--- src/common/fdsr_pkg.sv ---
// constants and types shared by the fault detection and security reset block
`default_nettype none
package fdsr_pkg;
  localparam int unsigned DATA_W      = 32;
  localparam int unsigned CODE_W      = 7;
  localparam int unsigned KEY_W       = 128;
  localparam int unsigned NVM_W       = 32;
  localparam int unsigned MEM_AW      = 4;
  localparam int unsigned CLK_MHZ     = 100;
  // bus handshake timeout
  localparam int unsigned HS_TIMEOUT_NS   = 640;
  localparam int unsigned HS_TIMEOUT_CYC  = (HS_TIMEOUT_NS * CLK_MHZ) / 1000;
  // length of the hold phase that ends the security reset sequence
  localparam int unsigned SRST_HOLD_NS    = 160;
  localparam int unsigned SRST_HOLD_CYC   = (SRST_HOLD_NS * CLK_MHZ + 999) / 1000;
  localparam logic [15:0] WDOG_RESET      = 16'hffff;
  localparam logic [KEY_W-1:0] KEY_DEFAULT = '0;
  localparam logic [15:0] LFSR_SEED       = 16'hace1;
  localparam logic [15:0] LFSR_TAPS       = 16'hb400;
  // alarm vector positions
  localparam int unsigned AL_CPU      = 0;
  localparam int unsigned AL_MEM      = 1;
  localparam int unsigned AL_ROM      = 2;
  localparam int unsigned AL_PROBE    = 3;
  localparam int unsigned AL_BUS      = 4;
  localparam int unsigned AL_WDOG     = 5;
  localparam int unsigned AL_FLOW     = 6;
  localparam int unsigned AL_CIPHER   = 7;
  localparam int unsigned AL_NVM      = 8;
  localparam int unsigned AL_W        = 9;
  typedef enum logic [1:0] {
    FDSR_RUN,
    FDSR_CLEAR,
    FDSR_HOLD
  } fdsr_state_t;
  typedef enum logic [1:0] {
    FDSR_NV_IDLE,
    FDSR_NV_SHADOW,
    FDSR_NV_COMMIT
  } fdsr_nv_state_t;
endpackage : fdsr_pkg
`default_nettype wire

--- src/hdl/fdsr_top.sv ---
// fault, tamper and integrity detection with security reset sequencing
`timescale 1ns/1ns
`default_nettype none
module fdsr_top (
  input  wire logic                         clk_sys_i,
  input  wire logic                         rst_n_i,
  input  wire logic                         cpu_done_i,
  input  wire logic [fdsr_pkg::DATA_W-1:0]  cpu_a_res_i,
  input  wire logic [fdsr_pkg::DATA_W-1:0]  cpu_b_res_i,
  input  wire logic                         mem_rd_valid_i,
  input  wire logic [1:0]                   mem_src_i,
  input  wire logic [fdsr_pkg::DATA_W-1:0]  mem_rd_data_i,
  input  wire logic [fdsr_pkg::CODE_W-1:0]  mem_rd_code_i,
  input  wire logic                         rom_scan_done_i,
  input  wire logic [fdsr_pkg::DATA_W-1:0]  rom_scan_code_i,
  input  wire logic [fdsr_pkg::DATA_W-1:0]  rom_ref_code_i,
  input  wire logic                         probe_alarm_i,
  input  wire logic                         bus_req_i,
  input  wire logic                         bus_ack_i,
  input  wire logic                         wdog_kick_i,
  input  wire logic [15:0]                  wdog_load_i,
  input  wire logic                         chkpt_wr_i,
  input  wire logic [15:0]                  chkpt_data_i,
  input  wire logic [15:0]                  chkpt_expect_i,
  input  wire logic                         cipher_done_i,
  input  wire logic [fdsr_pkg::DATA_W-1:0]  cipher_in_i,
  input  wire logic [fdsr_pkg::DATA_W-1:0]  cipher_inv_i,
  input  wire logic                         startup_done_i,
  input  wire logic                         selftest_req_i,
  input  wire logic                         nv_wr_req_i,
  input  wire logic [fdsr_pkg::NVM_W-1:0]   nv_wr_data_i,
  input  wire logic                         nv_prog_ok_i,
  input  wire logic                         nv_prog_fail_i,
  output logic [fdsr_pkg::DATA_W-1:0]       mem_corr_data_o,
  output logic                              mem_corr_valid_o,
  output logic                              cpu_halt_o,
  output logic                              sec_reset_req_o,
  output logic                              cop_reset_o,
  output logic [fdsr_pkg::KEY_W-1:0]        key_o,
  output logic                              mem_fill_we_o,
  output logic [fdsr_pkg::MEM_AW-1:0]       mem_fill_addr_o,
  output logic [15:0]                       mem_fill_data_o,
  output logic [fdsr_pkg::AL_W-1:0]         alarm_cause_o,
  output logic                              selftest_busy_o,
  output logic                              selftest_pass_o,
  output logic                              nv_prog_o,
  output logic [fdsr_pkg::NVM_W-1:0]        nv_prog_data_o,
  output logic                              nv_shadow_valid_o,
  output logic [15:0]                       chkpt_o
);

  // pins from other domains are synchronised
  logic [1:0] probe_sync_reg;
  logic [1:0] nvok_sync_reg;
  logic [1:0] nvfail_sync_reg;
  wire probe_s  = probe_sync_reg[1];
  wire nvok_s   = nvok_sync_reg[1];
  wire nvfail_s = nvfail_sync_reg[1];

  // hamming(38,32) plus overall parity: syndrome over data and check bits
  function automatic logic [5:0] syn_calc(input logic [31:0] d, input logic [5:0] c);
    logic [5:0] s;
    logic [5:0] pos;
    int unsigned j;
    s = c;
    pos = 6'h00;
    j = 0;
    for (int unsigned p = 1; p < 39; p++) begin
      if ((p & (p - 1)) != 0) begin
        pos = 6'(p);
        if (d[j]) begin
          s = s ^ pos;
        end
        j++;
      end
    end
    return s;
  endfunction : syn_calc

  // data bit index addressed by a codeword position; 6'h3f when position is a check bit
  function automatic logic [5:0] pos_to_bit(input logic [5:0] pos);
    logic [5:0] r;
    int unsigned j;
    r = 6'h3f;
    j = 0;
    for (int unsigned p = 1; p < 39; p++) begin
      if ((p & (p - 1)) != 0) begin
        if (6'(p) == pos) begin
          r = 6'(j);
        end
        j++;
      end
    end
    return r;
  endfunction : pos_to_bit

  wire [5:0] mem_syn    = syn_calc(mem_rd_data_i, mem_rd_code_i[5:0]);
  wire       mem_par    = ^{mem_rd_data_i, mem_rd_code_i};
  wire       err_single = (mem_syn != 6'h00) && mem_par;
  wire       err_double = (mem_syn != 6'h00) && !mem_par;
  wire       src_nvm    = (mem_src_i == 2'h2);
  wire [5:0] flip_bit   = pos_to_bit(mem_syn);
  wire [31:0] flip_mask = (flip_bit == 6'h3f) ? 32'h0 : (32'h1 << flip_bit[4:0]);
  wire       mem_bad    = mem_rd_valid_i && (err_double || (err_single && !src_nvm));
  wire [31:0] corr_data = (err_single && src_nvm) ? (mem_rd_data_i ^ flip_mask)
                                                  : mem_rd_data_i;

  // alarm sources
  logic [15:0] wdog_reg;
  logic [$clog2(fdsr_pkg::HS_TIMEOUT_CYC+1)-1:0] hs_cnt_reg;
  logic        bus_busy_reg;
  logic        st_inject_reg;
  wire cpu_miss  = cpu_done_i && (cpu_a_res_i != cpu_b_res_i);
  wire rom_miss  = rom_scan_done_i && (rom_scan_code_i != rom_ref_code_i);
  wire hs_tmo    = bus_busy_reg &&
                   (hs_cnt_reg == ($clog2(fdsr_pkg::HS_TIMEOUT_CYC+1))'(fdsr_pkg::HS_TIMEOUT_CYC));
  wire wdog_tmo  = (wdog_reg == 16'h0000);
  wire flow_miss = chkpt_wr_i && (chkpt_data_i != chkpt_expect_i);
  wire ciph_miss = cipher_done_i && (cipher_in_i != cipher_inv_i);
  wire [fdsr_pkg::AL_W-1:0] alarm_vec = {nvfail_s, ciph_miss, flow_miss, wdog_tmo, hs_tmo,
                                         probe_s, rom_miss, mem_bad, cpu_miss};
  wire any_alarm = (|alarm_vec) && !st_inject_reg;

  // security reset sequencer
  fdsr_pkg::fdsr_state_t state_reg;
  fdsr_pkg::fdsr_state_t state_next;
  logic [fdsr_pkg::MEM_AW-1:0] fill_cnt_reg;
  logic [7:0]  hold_cnt_reg;
  logic [15:0] lfsr_reg;
  wire fill_last = (fill_cnt_reg == {fdsr_pkg::MEM_AW{1'b1}});
  wire hold_last = (hold_cnt_reg == 8'(fdsr_pkg::SRST_HOLD_CYC - 1));
  always_comb begin
    state_next = state_reg;
    case (state_reg)
      fdsr_pkg::FDSR_RUN:   if (any_alarm) state_next = fdsr_pkg::FDSR_CLEAR;
      fdsr_pkg::FDSR_CLEAR: if (fill_last) state_next = fdsr_pkg::FDSR_HOLD;
      fdsr_pkg::FDSR_HOLD:  if (hold_last) state_next = fdsr_pkg::FDSR_RUN;
      default:              state_next = fdsr_pkg::FDSR_RUN;
    endcase
  end
  wire in_srst = (state_reg != fdsr_pkg::FDSR_RUN);

  always_ff @(posedge clk_sys_i or negedge rst_n_i) begin
    if (!rst_n_i) begin
      probe_sync_reg  <= 2'h0;
      nvok_sync_reg   <= 2'h0;
      nvfail_sync_reg <= 2'h0;
      state_reg       <= fdsr_pkg::FDSR_RUN;
      fill_cnt_reg    <= '0;
      hold_cnt_reg    <= 8'h00;
      lfsr_reg        <= fdsr_pkg::LFSR_SEED;
    end else begin
      probe_sync_reg  <= {probe_sync_reg[0], probe_alarm_i};
      nvok_sync_reg   <= {nvok_sync_reg[0], nv_prog_ok_i};
      nvfail_sync_reg <= {nvfail_sync_reg[0], nv_prog_fail_i};
      state_reg       <= state_next;
      fill_cnt_reg    <= (state_reg == fdsr_pkg::FDSR_CLEAR) ? fill_cnt_reg + 1'b1 : '0;
      hold_cnt_reg    <= (state_reg == fdsr_pkg::FDSR_HOLD) ? hold_cnt_reg + 8'h01 : 8'h00;
      lfsr_reg        <= {lfsr_reg[14:0], ^(lfsr_reg & fdsr_pkg::LFSR_TAPS)};
    end
  end

  // outputs of the reset sequence; request, halt and resets raised and key cleared in the edge that sees the alarm, fill one edge later
  always_ff @(posedge clk_sys_i or negedge rst_n_i) begin
    if (!rst_n_i) begin
      sec_reset_req_o <= 1'b0;
      cpu_halt_o      <= 1'b0;
      cop_reset_o     <= 1'b0;
      key_o           <= fdsr_pkg::KEY_DEFAULT;
      mem_fill_we_o   <= 1'b0;
      mem_fill_addr_o <= '0;
      mem_fill_data_o <= 16'h0000;
      alarm_cause_o   <= '0;
    end else begin
      sec_reset_req_o <= (state_next != fdsr_pkg::FDSR_RUN);
      cpu_halt_o      <= (state_next != fdsr_pkg::FDSR_RUN);
      cop_reset_o     <= (state_next != fdsr_pkg::FDSR_RUN);
      if (state_next != fdsr_pkg::FDSR_RUN) begin
        key_o <= fdsr_pkg::KEY_DEFAULT;
      end
      mem_fill_we_o   <= (state_reg == fdsr_pkg::FDSR_CLEAR);
      mem_fill_addr_o <= fill_cnt_reg;
      mem_fill_data_o <= lfsr_reg;
      if (state_reg == fdsr_pkg::FDSR_RUN && any_alarm) begin
        alarm_cause_o <= alarm_vec;
      end
    end
  end

  // bus handshake monitor
  always_ff @(posedge clk_sys_i or negedge rst_n_i) begin
    if (!rst_n_i) begin
      bus_busy_reg <= 1'b0;
      hs_cnt_reg   <= '0;
    end else if (in_srst || bus_ack_i) begin
      bus_busy_reg <= 1'b0;
      hs_cnt_reg   <= '0;
    end else if (bus_req_i || bus_busy_reg) begin
      bus_busy_reg <= 1'b1;
      hs_cnt_reg   <= hs_tmo ? hs_cnt_reg : hs_cnt_reg + 1'b1;
    end
  end

  // watchdog, checkpoint and self-test
  always_ff @(posedge clk_sys_i or negedge rst_n_i) begin
    if (!rst_n_i) begin
      wdog_reg        <= fdsr_pkg::WDOG_RESET;
      chkpt_o         <= 16'h0000;
      st_inject_reg   <= 1'b0;
      selftest_busy_o <= 1'b0;
      selftest_pass_o <= 1'b0;
    end else begin
      if (in_srst || wdog_kick_i) begin
        wdog_reg <= in_srst ? fdsr_pkg::WDOG_RESET : wdog_load_i;
      end else if (!wdog_tmo) begin
        wdog_reg <= wdog_reg - 16'h0001;
      end
      if (chkpt_wr_i) begin
        chkpt_o <= chkpt_data_i;
      end
      // self-test: sources stay live but are kept from the reset path for one check cycle
      st_inject_reg <= selftest_req_i && startup_done_i && !in_srst && !st_inject_reg;
      selftest_busy_o <= selftest_req_i && startup_done_i && !in_srst && !st_inject_reg;
      if (st_inject_reg) begin
        selftest_pass_o <= !probe_s && !wdog_tmo && !hs_tmo;
      end
    end
  end

  // corrected memory read path
  always_ff @(posedge clk_sys_i or negedge rst_n_i) begin
    if (!rst_n_i) begin
      mem_corr_data_o  <= '0;
      mem_corr_valid_o <= 1'b0;
    end else begin
      mem_corr_data_o  <= corr_data;
      mem_corr_valid_o <= mem_rd_valid_i && !mem_bad && !in_srst;
    end
  end

  // tearing-safe nonvolatile write: data shadowed first, committed only on completion
  fdsr_pkg::fdsr_nv_state_t nv_state_reg;
  always_ff @(posedge clk_sys_i or negedge rst_n_i) begin
    if (!rst_n_i) begin
      nv_state_reg      <= fdsr_pkg::FDSR_NV_IDLE;
      nv_prog_o         <= 1'b0;
      nv_prog_data_o    <= '0;
      nv_shadow_valid_o <= 1'b0;
    end else begin
      case (nv_state_reg)
        fdsr_pkg::FDSR_NV_IDLE: begin
          if (nv_wr_req_i && !in_srst) begin
            nv_prog_data_o    <= nv_wr_data_i;
            nv_shadow_valid_o <= 1'b1;
            nv_state_reg      <= fdsr_pkg::FDSR_NV_SHADOW;
          end
        end
        fdsr_pkg::FDSR_NV_SHADOW: begin
          nv_prog_o    <= 1'b1;
          nv_state_reg <= fdsr_pkg::FDSR_NV_COMMIT;
        end
        fdsr_pkg::FDSR_NV_COMMIT: begin
          if (nvok_s) begin
            nv_prog_o         <= 1'b0;
            nv_shadow_valid_o <= 1'b0;
            nv_state_reg      <= fdsr_pkg::FDSR_NV_IDLE;
          end else if (nvfail_s || in_srst) begin
            nv_prog_o    <= 1'b0;
            nv_state_reg <= fdsr_pkg::FDSR_NV_IDLE;
          end
        end
        default: nv_state_reg <= fdsr_pkg::FDSR_NV_IDLE;
      endcase
    end
  end

endmodule : fdsr_top
`default_nettype wire

--- config.mk ---
export PLATFORM = sky130hd
export DESIGN_NAME = fdsr_top
export DESIGN_NICKNAME = d
export VERILOG_FILES = /design/src/common/fdsr_pkg.sv /design/src/hdl/fdsr_top.sv
export SDC_FILE = /design/constraint.sdc
export NUM_CORES = 1
export LEC_CHECK = 0
export ABC_AREA = 1
export BUFFER_PORTS_ARGS = -buffer_cell sky130_fd_sc_hd__buf_2
export CAP_MARGIN = 5
export CORE_AREA = 4 4 219 221
export CTS_BUF_LIST = sky130_fd_sc_hd__clkbuf_8
export CTS_CLUSTER_DIAMETER = 60
export CTS_CLUSTER_SIZE = 28
export DETAILED_ROUTE_END_ITERATION = 7
export DIE_AREA = 0 0 223 225
export PLACE_DENSITY = 0.49
export SYNTH_ARGS = -nofsm -noshare
export SYNTH_HDL_FRONTEND = slang
export SYNTH_SLANG_ARGS = --single-unit
--- constraint.sdc ---
create_clock -name clk_sys_i -period 4 [get_ports clk_sys_i]
set_input_delay 1.2 -clock clk_sys_i [delete_from_list [all_inputs] [get_ports clk_sys_i]]
set_output_delay 1.2 -clock clk_sys_i [all_outputs]
set_load 0.02 [all_outputs]
* Word level (Yosys, flattened, before mapping)
Index checks and enable logic that the tools add are counted.
** Cells by class
- Add/subtract/negate cells :: 4
- Reductions and logical operators :: 50
- Equal/unequal tests :: 50
- Multiplexer cells :: 90
- Shift-type cells :: 1
- Bitwise operators :: 33
** Operators by type and width (count)
- 2-to-1 mux 6 bit :: 38
- != test 32 bit :: 3
- == test 5 x 6 -> 1 bit, first input constant :: 15
- 2-to-1 mux 5 bit :: 15
- 2-to-1 mux 32 bit :: 2
- 2-to-1 mux 16 bit :: 3
- == test 4 x 6 -> 1 bit, first input constant :: 7
- NOT 3 bit :: 13
- XOR reduction 39 bit :: 1
- == test 6 bit, first input constant :: 6
- 2-to-1 mux 4 bit :: 8
- << shifter 1 x 5 -> 32 bit, first input constant :: 1
- bitwise XOR 32 bit :: 1
- NOT 2 bit :: 13
- 2-to-1 mux 7 bit :: 3
- logical AND 1 bit :: 20
- NOT 4 bit :: 5
- == test 3 x 6 -> 1 bit, first input constant :: 3
- zero test 16 bit :: 1
- != test 16 bit :: 1
- XOR reduction 16 bit :: 1
- subtractor 16 x 1 -> 16 bit, second input constant :: 1
- 2-to-1 mux 2 bit :: 7
- case mux 2 bit (3 select lines) :: 2
- 26 further kinds :: 58
** Storage, ports and cells
- Register bits after elaboration :: 178
- Input bits :: 329
- Output and inout port bits :: 246
- Word-level logic and storage cells :: 252

* Logic depth before layout (Yosys ltp)
Gate-level depths: netlist of run 1.
- Word-level depth :: 101
- Depth in mapped cells :: 21
- Gate-level depth less buffers :: 20

* Worst setup path after synthesis of run 1
OpenSTA, ideal clock, no wires.
- Path kind :: input to register
- Start :: input port mem_rd_data_i[25] (netlist bit)
- End :: register mem_corr_data_o[5] (netlist bit)
- Path slack :: 1.179 ns
- Stages on the path :: 20
- Buffers on the path :: 2
- Arrival time :: 2.704 ns
- Data required time :: 3.884 ns
- Library setup time :: 0.116 ns
- Cells stage by stage :: buf_4 -> inv_2 -> nand2_1 -> nand2_1 -> nand3_1 -> nand2_1 -> nand2_1 -> nand2_1 -> nand2_1 -> nand2_1 -> inv_2 -> nand2_4 -> nand2_4 -> nor2_4 -> buf_4 -> nand2_1 -> nand2_1 -> nand2_1 -> nand2_1 -> nand2_1
** On the way
- Cells in the longest elaborated chain, start to end :: 47
- Elaborated cells on any way between the ends :: 86
- Classes of those cells :: 33 x eq/ne; 1 x shift; 41 x mux; 7 x bitwise; 4 x reduce/logical
** RTL lines
- start: declaration :: line fdsr_top.sv:12 : input wire logic [fdsr_pkg::DATA_W-1:0] mem_rd_data_i,
- 2-to-1 mux 5 bit :: line fdsr_top.sv:71 : if (d[j]) begin
- NOT 2 bit (no line) or 2-to-1 mux 6 bit (tied branches)
- 2-to-1 mux 6 bit or NOT 2 bit (tied branches)
- 2-to-1 mux 6 bit :: line fdsr_top.sv:71
- NOT 3 bit (no line) or NOT 2 bit (tied branches)
- 2-to-1 mux 6 bit :: line fdsr_top.sv:71
- 2-to-1 mux 6 bit or NOT 3 bit (tied branches)
- NOT 3 bit (no line) or 2-to-1 mux 6 bit (tied branches)
- 2-to-1 mux 6 bit or NOT 3 bit (tied branches)
- 2-to-1 mux 6 bit :: line fdsr_top.sv:71
- == test 2 x 6 -> 1 bit :: line fdsr_top.sv:88 : if (6'(p) == pos) begin
- 2-to-1 mux 6 bit (32 in series) :: line fdsr_top.sv:88
- == test 6 bit or << shifter 1 x 5 -> 32 bit (tied branches) :: line fdsr_top.sv:103 : wire [31:0] flip_mask = (flip_bit == 6'h3f) ? 32'h0 : (32'h1 << flip_bit[4:0]);
- 2-to-1 mux 32 bit :: line fdsr_top.sv:103
- bitwise XOR 32 bit :: line fdsr_top.sv:105 : wire [31:0] corr_data = (err_single && src_nvm) ? (mem_rd_data_i ^ flip_mask)
- 2-to-1 mux 32 bit (*) :: line fdsr_top.sv:105
- net corr_data[5] :: line fdsr_top.sv:105
- end signal: assignment :: line fdsr_top.sv:236 : mem_corr_data_o <= corr_data;
- end: declaration :: line fdsr_top.sv:34 : output logic [fdsr_pkg::DATA_W-1:0] mem_corr_data_o,
Mark *: on every way through the listed nets, which the timed path passes. The rest lies on a longest branch.
A chain may end at the register's enable or synchronous reset.

* Worst setup path after layout of run 1
- Start :: input port mem_rd_data_i[16] (netlist bit)
- End :: register mem_corr_data_o[10] (netlist bit)
** On the way
- Cells in the longest elaborated chain, start to end :: 62
- Elaborated cells on any way between the ends :: 103
- Classes of those cells :: 33 x eq/ne; 1 x shift; 50 x mux; 15 x bitwise; 4 x reduce/logical
** RTL lines (line)
- 2-to-1 mux 5 bit :: fdsr_top.sv:71
- NOT 4 bit (no line)
- 2-to-1 mux 5 bit :: fdsr_top.sv:71
- NOT 2 bit (no line)
- 2-to-1 mux 5 bit :: fdsr_top.sv:71
- NOT 3 bit (no line)
- 2-to-1 mux 5 bit :: fdsr_top.sv:71
- NOT 3 bit (no line)
- [... 11 more ...]
- 2-to-1 mux 6 bit (6 in series) :: fdsr_top.sv:71
- == test 2 x 6 -> 1 bit :: fdsr_top.sv:88
- 2-to-1 mux 6 bit (32 in series) :: fdsr_top.sv:88
- == test 6 bit or << shifter 1 x 5 -> 32 bit (tied branches) :: fdsr_top.sv:103
- 2-to-1 mux 32 bit :: fdsr_top.sv:103
- bitwise XOR 32 bit :: fdsr_top.sv:105
- 2-to-1 mux 32 bit (*) :: fdsr_top.sv:105
- net corr_data[10] :: fdsr_top.sv:105
Marks and branches as above.

==> results of run 1 <==
==> cell usage after synthesis (all sizes together) (2+ instances only) <==
cell type,instances
clkbuf,10
nor3,23
o21ai,31
o32ai,3
a311oi,2
o221ai,2
xnor2,71
dfstp,24
o211ai,3
xor2,38
a211oi,3
or2,18
nand3b,8
nand4,41
dfrtp,146
nor2,107
a31oi,4
o22ai,2
buf,165
nor4,4
inv,181
a21oi,30
nand3,91
ha,8
nand2,680
==> cells by family after synthesis <==
kind of cell | Yosys count | share of synthesized area
flip-flops | 170 | 0.361
adder cells (fa/ha/maj) | 8 | 0.00843
other | 1 | 0.000316
buffers and inverters | 357 | 0.163
AO/OA/AOI/OAI | 81 | 0.0406
XOR/XNOR | 109 | 0.0804
AND/OR/NAND/NOR | 973 | 0.346
==> through the flow <==
| step | cell area (um2) | utilization | instances |
|---|---|---|---|
| finish | 14700 | 0.318 | 2753 |
| global route | 14700 | 0.318 | 2753 |
| CTS | 14700 | 0.318 | 2752 |
| detailed placement | 14300 | 0.309 | 2720 |
| global placement | 14300 | 0.309 | 2720 |
| floorplan | 12400 | - | 1826 |
==> layer usage <==
layer | global-route usage | vias to the layer above
met4 | 0.0302 | 8
met1 | 0.225 | 5351
met3 | 0.0363 | 36
met5 | 0 | -
li1 | - | 5855
met2 | 0.273 | 332
==> final cells by class <==
type | count | area (um2) | area share
Antenna cell | 1 | 2.50 | 0.000171
Clock buffer | 19 | 262 | 0.0178
Clock inverter | 13 | 153 | 0.0104
Inverter | 182 | 683 | 0.0466
Multi-Input combinational cell | 1299 | 6130 | 0.418
Sequential cell | 170 | 4280 | 0.292
Tap cell | 607 | 759 | 0.0518
Timing Repair Buffer | 462 | 2400 | 0.163
==> critical path: stages <==
cell     delay, ns
buf_2         0.16
inv_2         0.08
nand2_1       0.14
nand2_1       0.13
nand2_1       0.10
nand2_1       0.06
nand2_1       0.08
inv_1         0.04
nor2_1        0.08
nand2_1       0.12
nand2_1       0.08
nand2_1       0.07
nand2_1       0.13
nand2_1       0.09
inv_1         0.38
nand3_1       0.14
nand2_1       0.08
nand2_1       0.07
nand2_1       0.07
nand2_1       0.05
==> path summary, 6_finish.rpt <==
kind / start / to / slack [ns]
max: mem_rd_data_i[16] / mem_corr_data_o[10] / 1.04
max in group asynchronous: rst_n_i / wdog_reg[0] / 2.47
min reg2reg: nvfail_sync_reg[0] / nvfail_sync_reg[1] / 0.36
min in group asynchronous: rst_n_i / st_inject_reg / 0.63
min: nvfail_sync_reg[0] / nvfail_sync_reg[1] / 0.36
max reg2reg: wdog_reg[0] / alarm_cause_o[0] / 1.40
==> power breakdown <==
| part | switching (mW) | internal, mW | total, mW | leakage, nW |
|---|---|---|---|---|
| Sequential | 0.210 | 2.10 | 2.31 | 2.09 |
| Combinational | 1.70 | 0.794 | 2.50 | 5.99 |
| Clock | 0.738 | 0.553 | 1.29 | 0.210 |
==> reports/metrics.csv, run 1 <==
metric;value;unit
status;finished clean;
initial DRC count;805;
peak supply drop;0.314;mV
total of max-cap violations;0;
Post-CTS Setup Inserts;0;
PortBufs;446;
Power, Total;6.10;mW
Hold Vio Cnt, Final;0;
CTS tree;yes;
Distinct cells, synth;42;
Slew @ Worst Pin;0.955;ns
die height;225;um
fmax;0.338;GHz
effective utilization at floorplan;0.257;
setup TNS;0;ns
Worst setup SP type;input pin;
Syn Inst Count;1699;
Clk Latency, worst-skew pair;0.49;ns
Fin Clk Skew;0.0110;ns
drt drc;0;
die area;0.0502;mm2
Syn-to-layout area delta;23.5;%
setup violators final;0;
Fill cells;5064;
Synth Register Bits;170;
CP max FO;12;
hold_buf cts;0;
Area contributors post-synth;dfrtp_1 31%, nand2_1 21%, buf_4 9.3%, dfstp_2 5.3%, xnor2_1 5.2%;
worst setup margin;1.04;ns
Yosys warnings;0;
crit path kind;input pin to register;
GR Overflow Total;0;
top-area cell type share of the netlist area;0.308;
H-tree levels;4;
post-synth top area cell;dfrtp_1;
Post-synth top flop;dfrtp_1;
Post-synth ARST share;1.00;
Worst Hold Slack;0.356;ns
initial antenna violation count;9;
LEAKAGE;8.29;nW
top layer in use;met5;
number of synthesized flops with an enable pin;0;
largest net degree at the start of global routing;57;
CP endpoint kind;register;
clk buf depth;2;
WL met1;19800;um
Seq/Total Area, Yosys;0.361;
vias in the first global route;11000;
HPWL Detailed;35900;um
clock root cell;clkbuf_8;
DR vias;11600;
drt pass-1 iters;5;
Pins Over Slew Limit;0;
critical path arrival;3.35;ns
Worst-path clk slew;0.10;ns
share of cells above drive strength 1;0.276;
Inserted Clock Buffers;17;
fin nets;2469;
CTS Sinks;170;
most common cell after layout, fill and taps aside;nand2_1;
WHS Path Cells;0;
Regs by FF count;mem_corr_data_o (32), nv_prog_data_o (32);
pre-CTS WS;0.530;ns
Slew HR;0.362;
class of the worst hold path;register to register;
Data required, critical path;4.39;ns
final period utilization;0.740;
wire length on met2;20600;um
GRT Total Usage;0.165;
# rows;79;
power per cell area;416;mW/mm2
gpl congestion;0.885;
synthesized cell area;0.0119;mm2
most frequent cells in the layout;666 x nand2_1, 445 x buf_2, 153 x inv_1;
post-route ant nets;0;
core area;0.0462;mm2
Post-Syn Area per Cell;6.99;um2
total routed wirelength;43300;um
WL/cell;15.7;um
first-pass GRT wire length;64400;um
R2R depth;16;
PostCTS Resize Cnt;0;
I/O pins;575;
via-per-instance ratio;4.21;
die width;223;um
RSZ-0062 raised after global routing;false;
Final min period;2.96;ns
WL met3;2260;um
(Power assumes the default switching activity.)
==> run 2: changes to the inputs <==
- ABC_AREA: 1 -> 0
- CORE_AREA: 4 4 219 221 -> 4 4 224 226
- DIE_AREA: 0 0 223 225 -> 0 0 228 230
- PLACE_DENSITY: 0.49 -> 0.43
- clock period: 4 -> 2.95 ns (I/O delays scaled with it)
==> run 2 against run 1 <==
Effect of this change:
- clock skew up 0.016 ns
- the run now ends with setup timing left
- worst hold slack better by 0.0049 ns
- sequential share of layout area down 1.4 points
- register-to-register slack worse by 1.3 ns
- via count down 27%
- global-route usage down 2.8 points
- first-iteration DRC count down 61%
- synthesized cell count down 46%
- critical path depth down 5
- combinational power rose to 3.0 times the previous value
- die area up 4.5%
==> reports/metrics.csv, run 2 <==
metric;value;unit;change
status;finished, violations left;;
failing checks;setup timing;;
post-route ant nets;0;;unchanged
initial DRC count;311;;-61%
LEAKAGE;7.48;nW;-9.7%
Power, Total;12.4;mW;+100%
class of the worst hold path;input pin to asynchronous set/reset pin;;
CP max-delay cell;xor3_2;;
Worst Hold Slack;0.361;ns;+0.00494 ns
most numerous cell on the critical path;buf_4;;
max incr delay on CP;0.55;ns;+0.17 ns
pre-CTS WS;-1.12;ns;-1.65 ns
CP Cell Sequence;buf_8 > xor2_4 > xnor3_2 > xor3_2 > buf_6 > buf_4 > nor2_2 > a32oi_2 > a21oi_4 > buf_6 > buf_4 > nor2_4 > buf_4 > nand3_4 > xnor2_2;;
fmax;0.306;GHz;
setup violators final;41;;+41
die area;0.0524;mm2;+4.5%
WL/cell;17.4;um;+11%
drt drc;0;;unchanged
Hold Vio Cnt, Final;0;;unchanged
Worst-path clk slew;0.10;ns;about the same
most frequent cells in the layout;435 x buf_2, 146 x dfrtp_1, 135 x xor2_1;;
power per cell area;805;mW/mm2;+94%
PortBufs;446;;unchanged
Clk Latency, worst-skew pair;0.50;ns;about the same
Syn-to-layout area delta;51.3;%;
reg2reg setup slack;0.08;ns;-1.32 ns
Slew HR;0.553;;+0.191
Final min period;3.27;ns;
Pins Over Slew Limit;0;;unchanged
top-area cell type share of the netlist area;0.358;;+0.0506
RR Endpoint;alarm_cause_o[8];;
Seq/Total Area, Yosys;0.420;;+0.0593
simple-gate share of the synthesized area;0.104;;-0.242
Fin Clk Skew;0.0272;ns;+0.0162 ns
R2R depth;10;;-6
Post-synth top flop;dfrtp_1;;
GRT Total Usage;0.137;;-0.0279
Inserted Clock Buffers;17;;unchanged
post-synthesis compound-gate area fraction;0.0401;;-0.000447
Synth Register Bits;170;;unchanged
share of cells above drive strength 1;0.552;;+0.276
RSZ-0062 raised after global routing;true;;
initial antenna violation count;11;;+2
final instance area;0.0154;mm2;+5.2%
clock root cell;clkbuf_8;;
total of max-cap violations;0;;unchanged
first-pass GRT wire length;54300;um;-16%
hold_buf cts;0;;unchanged
HPWL Detailed;30900;um;-14%
critical path arrival;3.64;ns;+0.29 ns
most common cell after layout, fill and taps aside;buf_2;;
Area contributors post-synth;dfrtp_1 36%, xor2_1 12%, buf_4 10%, dfstp_2 6.2%, mux2_2 6.0%;;
worst setup margin;-0.322;ns;-1.36 ns
CP endpoint kind;register;;
crit path kind;input pin to register;;
CP max FO;5;;-7
Synth Area in XOR/XNOR;0.237;;+0.157
largest net degree at the start of global routing;63;;+11%
worst reg2reg startpoint;wdog_reg[7];;
gpl congestion;0.857;;-3.2%
total routed wirelength;37700;um;-13%
top-count cell post-synth;dfrtp_1;;
fin nets;1866;;-24%
Distinct cells, synth;69;;+64%
Post-synth top cells;146 x dfrtp_1, 141 x xor2_1, 138 x buf_4;;
CTS tree;yes;;
Synth Area in Adders;0.00981;;+0.00139
# rows;81;;+2.5%
CTS Sinks;170;;unchanged
post-synthesis mux area share;0.0753;;+0.0753
synthesized cell area;0.0102;mm2;-14%
Worst setup SP type;input pin;;
GR Overflow Total;0;;unchanged
H-tree levels;4;;unchanged
Syn Inst Count;922;;-46%
Slew @ Worst Pin;0.666;ns;-0.290 ns
effective utilization at floorplan;0.211;;-0.0463
I/O pins;575;;unchanged
final period utilization;1.11;;
CP delay by family, top;XOR/XNOR gates;;
Data required, critical path;3.32;ns;-1.07 ns
Post-synth ARST share;1.00;;unchanged
DR vias;8424;;-27%
Yosys warnings;0;;unchanged
CP bufs+invs;6;;+2
via-per-instance ratio;3.88;;-7.7%
peak supply drop;0.676;mV;+110%
core area;0.0483;mm2;+4.7%
post-synth top area cell;dfrtp_1;;
vias in the first global route;8636;;-22%
die height;230;um;+2.2%
largest family of logic cells by synthesized area;XOR/XNOR gates;;
number of synthesized flops with an enable pin;0;;unchanged
Final Util;0.319;;+0.00144
Post-Syn Area per Cell;11.1;um2;+58%
Regs by FF count;mem_corr_data_o (32), nv_prog_data_o (32);;
die width;228;um;+2.2%
Placed Area;0.0137;mm2;-3.6%
drt pass-1 iters;4;;-1
Fill cells;5025;;-0.77%
clk buf depth;2;;unchanged
run 2: cell types whose count changed in the layout (fill, tap and decap cells not counted), sizes merged, moves of 46 or more:
| cell | previous run | this run |
|---|---|---|
| nand2 | 680 | 48 |
| inv | 187 | 22 |
| buf | 462 | 614 |
| xor2 | 38 | 144 |
| nand3 | 91 | 23 |
| mux2 | 0 | 54 |
| nor2 | 107 | 61 |
run 2: cell type report:
cell class	instances	area (um2)	share of cell area
clock buffer	18	248	0.0161
multi-input combinational	711	6150	0.399
inverter	14	52.6	0.00340
clock inverter	14	136	0.00884
tap	622	778	0.0504
sequential	170	4280	0.278
antenna	5	12.5	0.000811
timing repair buffer	615	3770	0.244
run 2: cell families after synthesis:
logic type	after synthesis
AOI/OAI and AO/OA	57
xor gates and xnor gates	236
adders and majority gates	8
buffers and inverters	168
DFF	170
muxes	70
other	1
and+or+nand+nor	212
run 2: how the worst max path moves through the flow:
| stage | start | endpoint | slack (ns) | cells past startpoint |
|---|---|---|---|---|
| floorplan | mem_rd_data_i[9] | mem_corr_data_o[7] | -0.53 | 10 |
| global placement | mem_rd_data_i[20] | alarm_cause_o[4] | -1.11 | 11 |
| detailed placement | mem_rd_data_i[17] | alarm_cause_o[5] | -1.12 | 12 |
| CTS | mem_rd_data_i[9] | mem_corr_data_o[7] | -0.25 | 14 |
| global route | mem_rd_data_i[22] | mem_corr_data_o[12] | -0.39 | 12 |
| finish | mem_rd_data_i[22] | mem_corr_data_o[12] | -0.32 | 15 |
run 2: where the power goes:
group	internal, mW	switching (mW)	total (mW)
Clock	0.710	1.01	1.72
Combinational	3.58	4.04	7.62
Sequential	2.83	0.265	3.09
run 2: what timing repair did:
item | 4_1_cts | 5_1_grt
endpoints found under the setup margin | 44 | 44
setup buffers | 19 | 21
gates resized for setup | 120 | 80
cloned | 0 | 0
pin swaps | 43 | 52
run 2: routing by layer:
| layer | vias up | track usage | wire length, um |
|---|---|---|---|
| met4 | 14 | 0.0314 | 530 |
| met1 | 4077 | 0.179 | 16200 |
| met5 | - | 0 | 79 |
| met2 | 227 | 0.213 | 17600 |
| met3 | 39 | 0.0560 | 3260 |
| li1 | 4067 | - | - |
run 2: stage by stage:
stage / instances / TNS, ns
finish: 2169 / -9.36
global route: 2167 / -11.71
CTS: 2145 / -7.63
detailed placement: 2095 / -38.80
global placement: 2095 / -39.07
floorplan: 1049 / -13.63
==> run 3: changes to the inputs <==
- CORE_AREA: 4 4 224 226 -> 4 4 221 223
- DIE_AREA: 0 0 228 230 -> 0 0 225 227
- PLACE_DENSITY: 0.43 -> 0.46
- clock period: 2.95 -> 2.7 ns (I/O delays scaled with it)
==> run 3 against run 2 <==
Effect of this change:
- die area decreased by 2.6%
- the run still ends with setup timing left
- first-iteration DRC count increased by 25%
- critical path type unchanged
- highest routed layer is now met4
- sequential share of layout area increased by 0.18 points
- largest power group unchanged
==> reports/metrics.csv, run 3 (synthesized netlist as in run 2, its figures left out) <==
metric;value;unit;change
status;finished, violations left;;
failing checks;setup timing;;
total of max-cap violations;0;;unchanged
fmax;0.314;GHz;
HPWL Detailed;30700;um;-0.68%
Pins Over Slew Limit;0;;unchanged
hold_buf cts;0;;unchanged
Worst setup SP type;input pin;;
H-tree levels;4;;unchanged
initial DRC count;389;;+25%
die area;0.0511;mm2;-2.6%
Clk Latency, worst-skew pair;0.48;ns;-0.02 ns
DR vias;8596;;+2.0%
share of cells above drive strength 1;0.544;;-0.00748
drt drc;0;;unchanged
sequential share of power;0.263;;+0.014
Inserted Clock Buffers;17;;unchanged
worst setup margin;-0.480;ns;-0.159 ns
Syn-to-layout area delta;50.3;%;
GR Overflow Total;0;;unchanged
Power, Total;12.9;mW;+3.6%
CP endpoint kind;register;;
# diodes;0;;-5
drt pass-1 iters;4;;unchanged
gpl congestion;0.892;;+4.0%
CP Cell Sequence;buf_6 > xnor3_2 > buf_12 > xnor2_4 > buf_6 > xor2_4 > xor2_4 > nand2_2 > o32a_1 > a21oi_4 > buf_12 > nand3_4 > or3_1 > xnor2_1;;
setup violators final;43;;+4.9%
Data required, critical path;3.07;ns;-0.25 ns
clk buf depth;2;;unchanged
final period utilization;1.18;;
Slew HR;0.521;;-0.0317
initial antenna violation count;0;;-11
internal power;7.49;mW;+5.3%
power per cell area;840;mW/mm2;+4.3%
Clock power frac;0.140;;+0.002
RSZ-0062 raised after global routing;true;;
I/O pins;575;;unchanged
Placed Area;0.0138;mm2;+0.23%
WL/cell;17.3;um;-0.74%
LEAKAGE;7.51;nW;+0.30%
setup TNS;-16.33;ns;-6.96 ns
Final min period;3.18;ns;
# rows;79;;-2.5%
Gate power share;0.597;;-0.016
die height;227;um;-1.3%
Slew @ Worst Pin;0.713;ns;+0.0472 ns
via-per-instance ratio;3.98;;+2.4%
PortBufs;446;;unchanged
CTS Sinks;170;;unchanged
max incr delay on CP;0.45;ns;-0.10 ns
crit path kind;input pin to register;;
Net Sw Frac;0.418;;-0.00959
post-route ant nets;0;;unchanged
most common cell after layout, fill and taps aside;buf_2;;
final instance area;0.0153;mm2;-0.66%
CP max-delay cell;xnor3_2;;
class of the worst hold path;input pin to asynchronous set/reset pin;;
Worst Hold Slack;0.252;ns;-0.109 ns
first-pass GRT wire length;51500;um;-5.1%
GRT Total Usage;0.133;;-0.00418
Regs by FF count;mem_corr_data_o (32), nv_prog_data_o (32);;
vias in the first global route;8427;;-2.4%
critical path arrival;3.55;ns;-0.09 ns
die width;225;um;-1.3%
most frequent cells in the layout;431 x buf_2, 149 x buf_4, 146 x dfrtp_1;;
Fill cells;4859;;-3.3%
CTS tree;yes;;
Fin Clk Skew;0.0178;ns;-0.00934 ns
effective utilization at floorplan;0.219;;+0.00810
clock root cell;clkbuf_8;;
total routed wirelength;37300;um;-1.1%
Final Util;0.329;;+0.0101
core area;0.0466;mm2;-3.7%
CP max FO;5;;unchanged
Hold Vio Cnt, Final;0;;unchanged
largest net degree at the start of global routing;52;;-17%
peak supply drop;0.740;mV;+9.6%
Switching Power;5.38;mW;+1.3%
fin nets;1878;;+0.64%
Worst-path clk slew;0.10;ns;about the same
## run 3: what timing repair did
| item | CTS | global route |
|---|---|---|
| buffers inserted | 25 | 22 |
| resized for setup | 64 | 117 |
| pin swaps | 25 | 43 |
| cloned | 1 | 0 |
| endpoints found under the setup margin | 48 | 50 |
| endpoints found under the hold margin | 0 | 0 |
## run 3: layer usage
metal / up-vias / part of all wire / track usage
li1: 4082 / - / -
met1: 4227 / 0.46 / 0.193
met5: - / 0 / 0
met4: 0 / 0.013 / 0.0302
met2: 258 / 0.48 / 0.208
met3: 29 / 0.049 / 0.0219
## run 3: worst paths after layout
kind | slack [ns] | to | from | cells past startpoint
setup / recovery | -0.48 | mem_corr_data_o[23] | mem_rd_data_i[9] | 14
hold / removal | 0.25 | chkpt_o[4] | rst_n_i | 1
setup reg to reg | -0.05 | state_reg[0] | wdog_reg[0] | 12
hold reg to reg | 0.36 | probe_sync_reg[1] | probe_sync_reg[0] | 0
max in group asynchronous | 1.70 | mem_corr_data_o[1] | rst_n_i | 2
min in group clk_sys_i | 0.36 | probe_sync_reg[1] | probe_sync_reg[0] | 0
## run 3: final cells by class
| cell class | count | area [um2] | area share |
|---|---|---|---|
| Inverter | 14 | 52.6 | 0.00343 |
| Clock inverter | 14 | 134 | 0.00873 |
| Multi-Input combinational cell | 712 | 5990 | 0.391 |
| Clock buffer | 18 | 248 | 0.0162 |
| Sequential cell | 170 | 4280 | 0.279 |
| Tap cell | 607 | 759 | 0.0495 |
| Timing Repair Buffer | 626 | 3860 | 0.252 |
## run 3: critical path, delay by kind of cell
kind | cells | cell delay [ns]
xor+xnor | 5 | 1.18
buf+inv | 4 | 0.48
compound gates | 2 | 0.56
simple gates | 3 | 0.51
## run 3: power by group through the flow
stage	logic (mW)	clock network, mW	registers [mW]
after CTS	6.75	1.90	3.39
after detailed placement	5.88	0	3.44
final	7.68	1.81	3.38
after global routing	8.12	1.99	3.46
after global placement	5.87	0	3.43
after floorplan	2.94	0	3.92
## run 3: metrics by stage
step                setup WS (ns)  instances
floorplan                  -0.710       1049
global placement            -1.54       2085
detailed placement          -1.50       2085
CTS                        -0.520       2141
global route               -0.535       2161
finish                     -0.480       2161
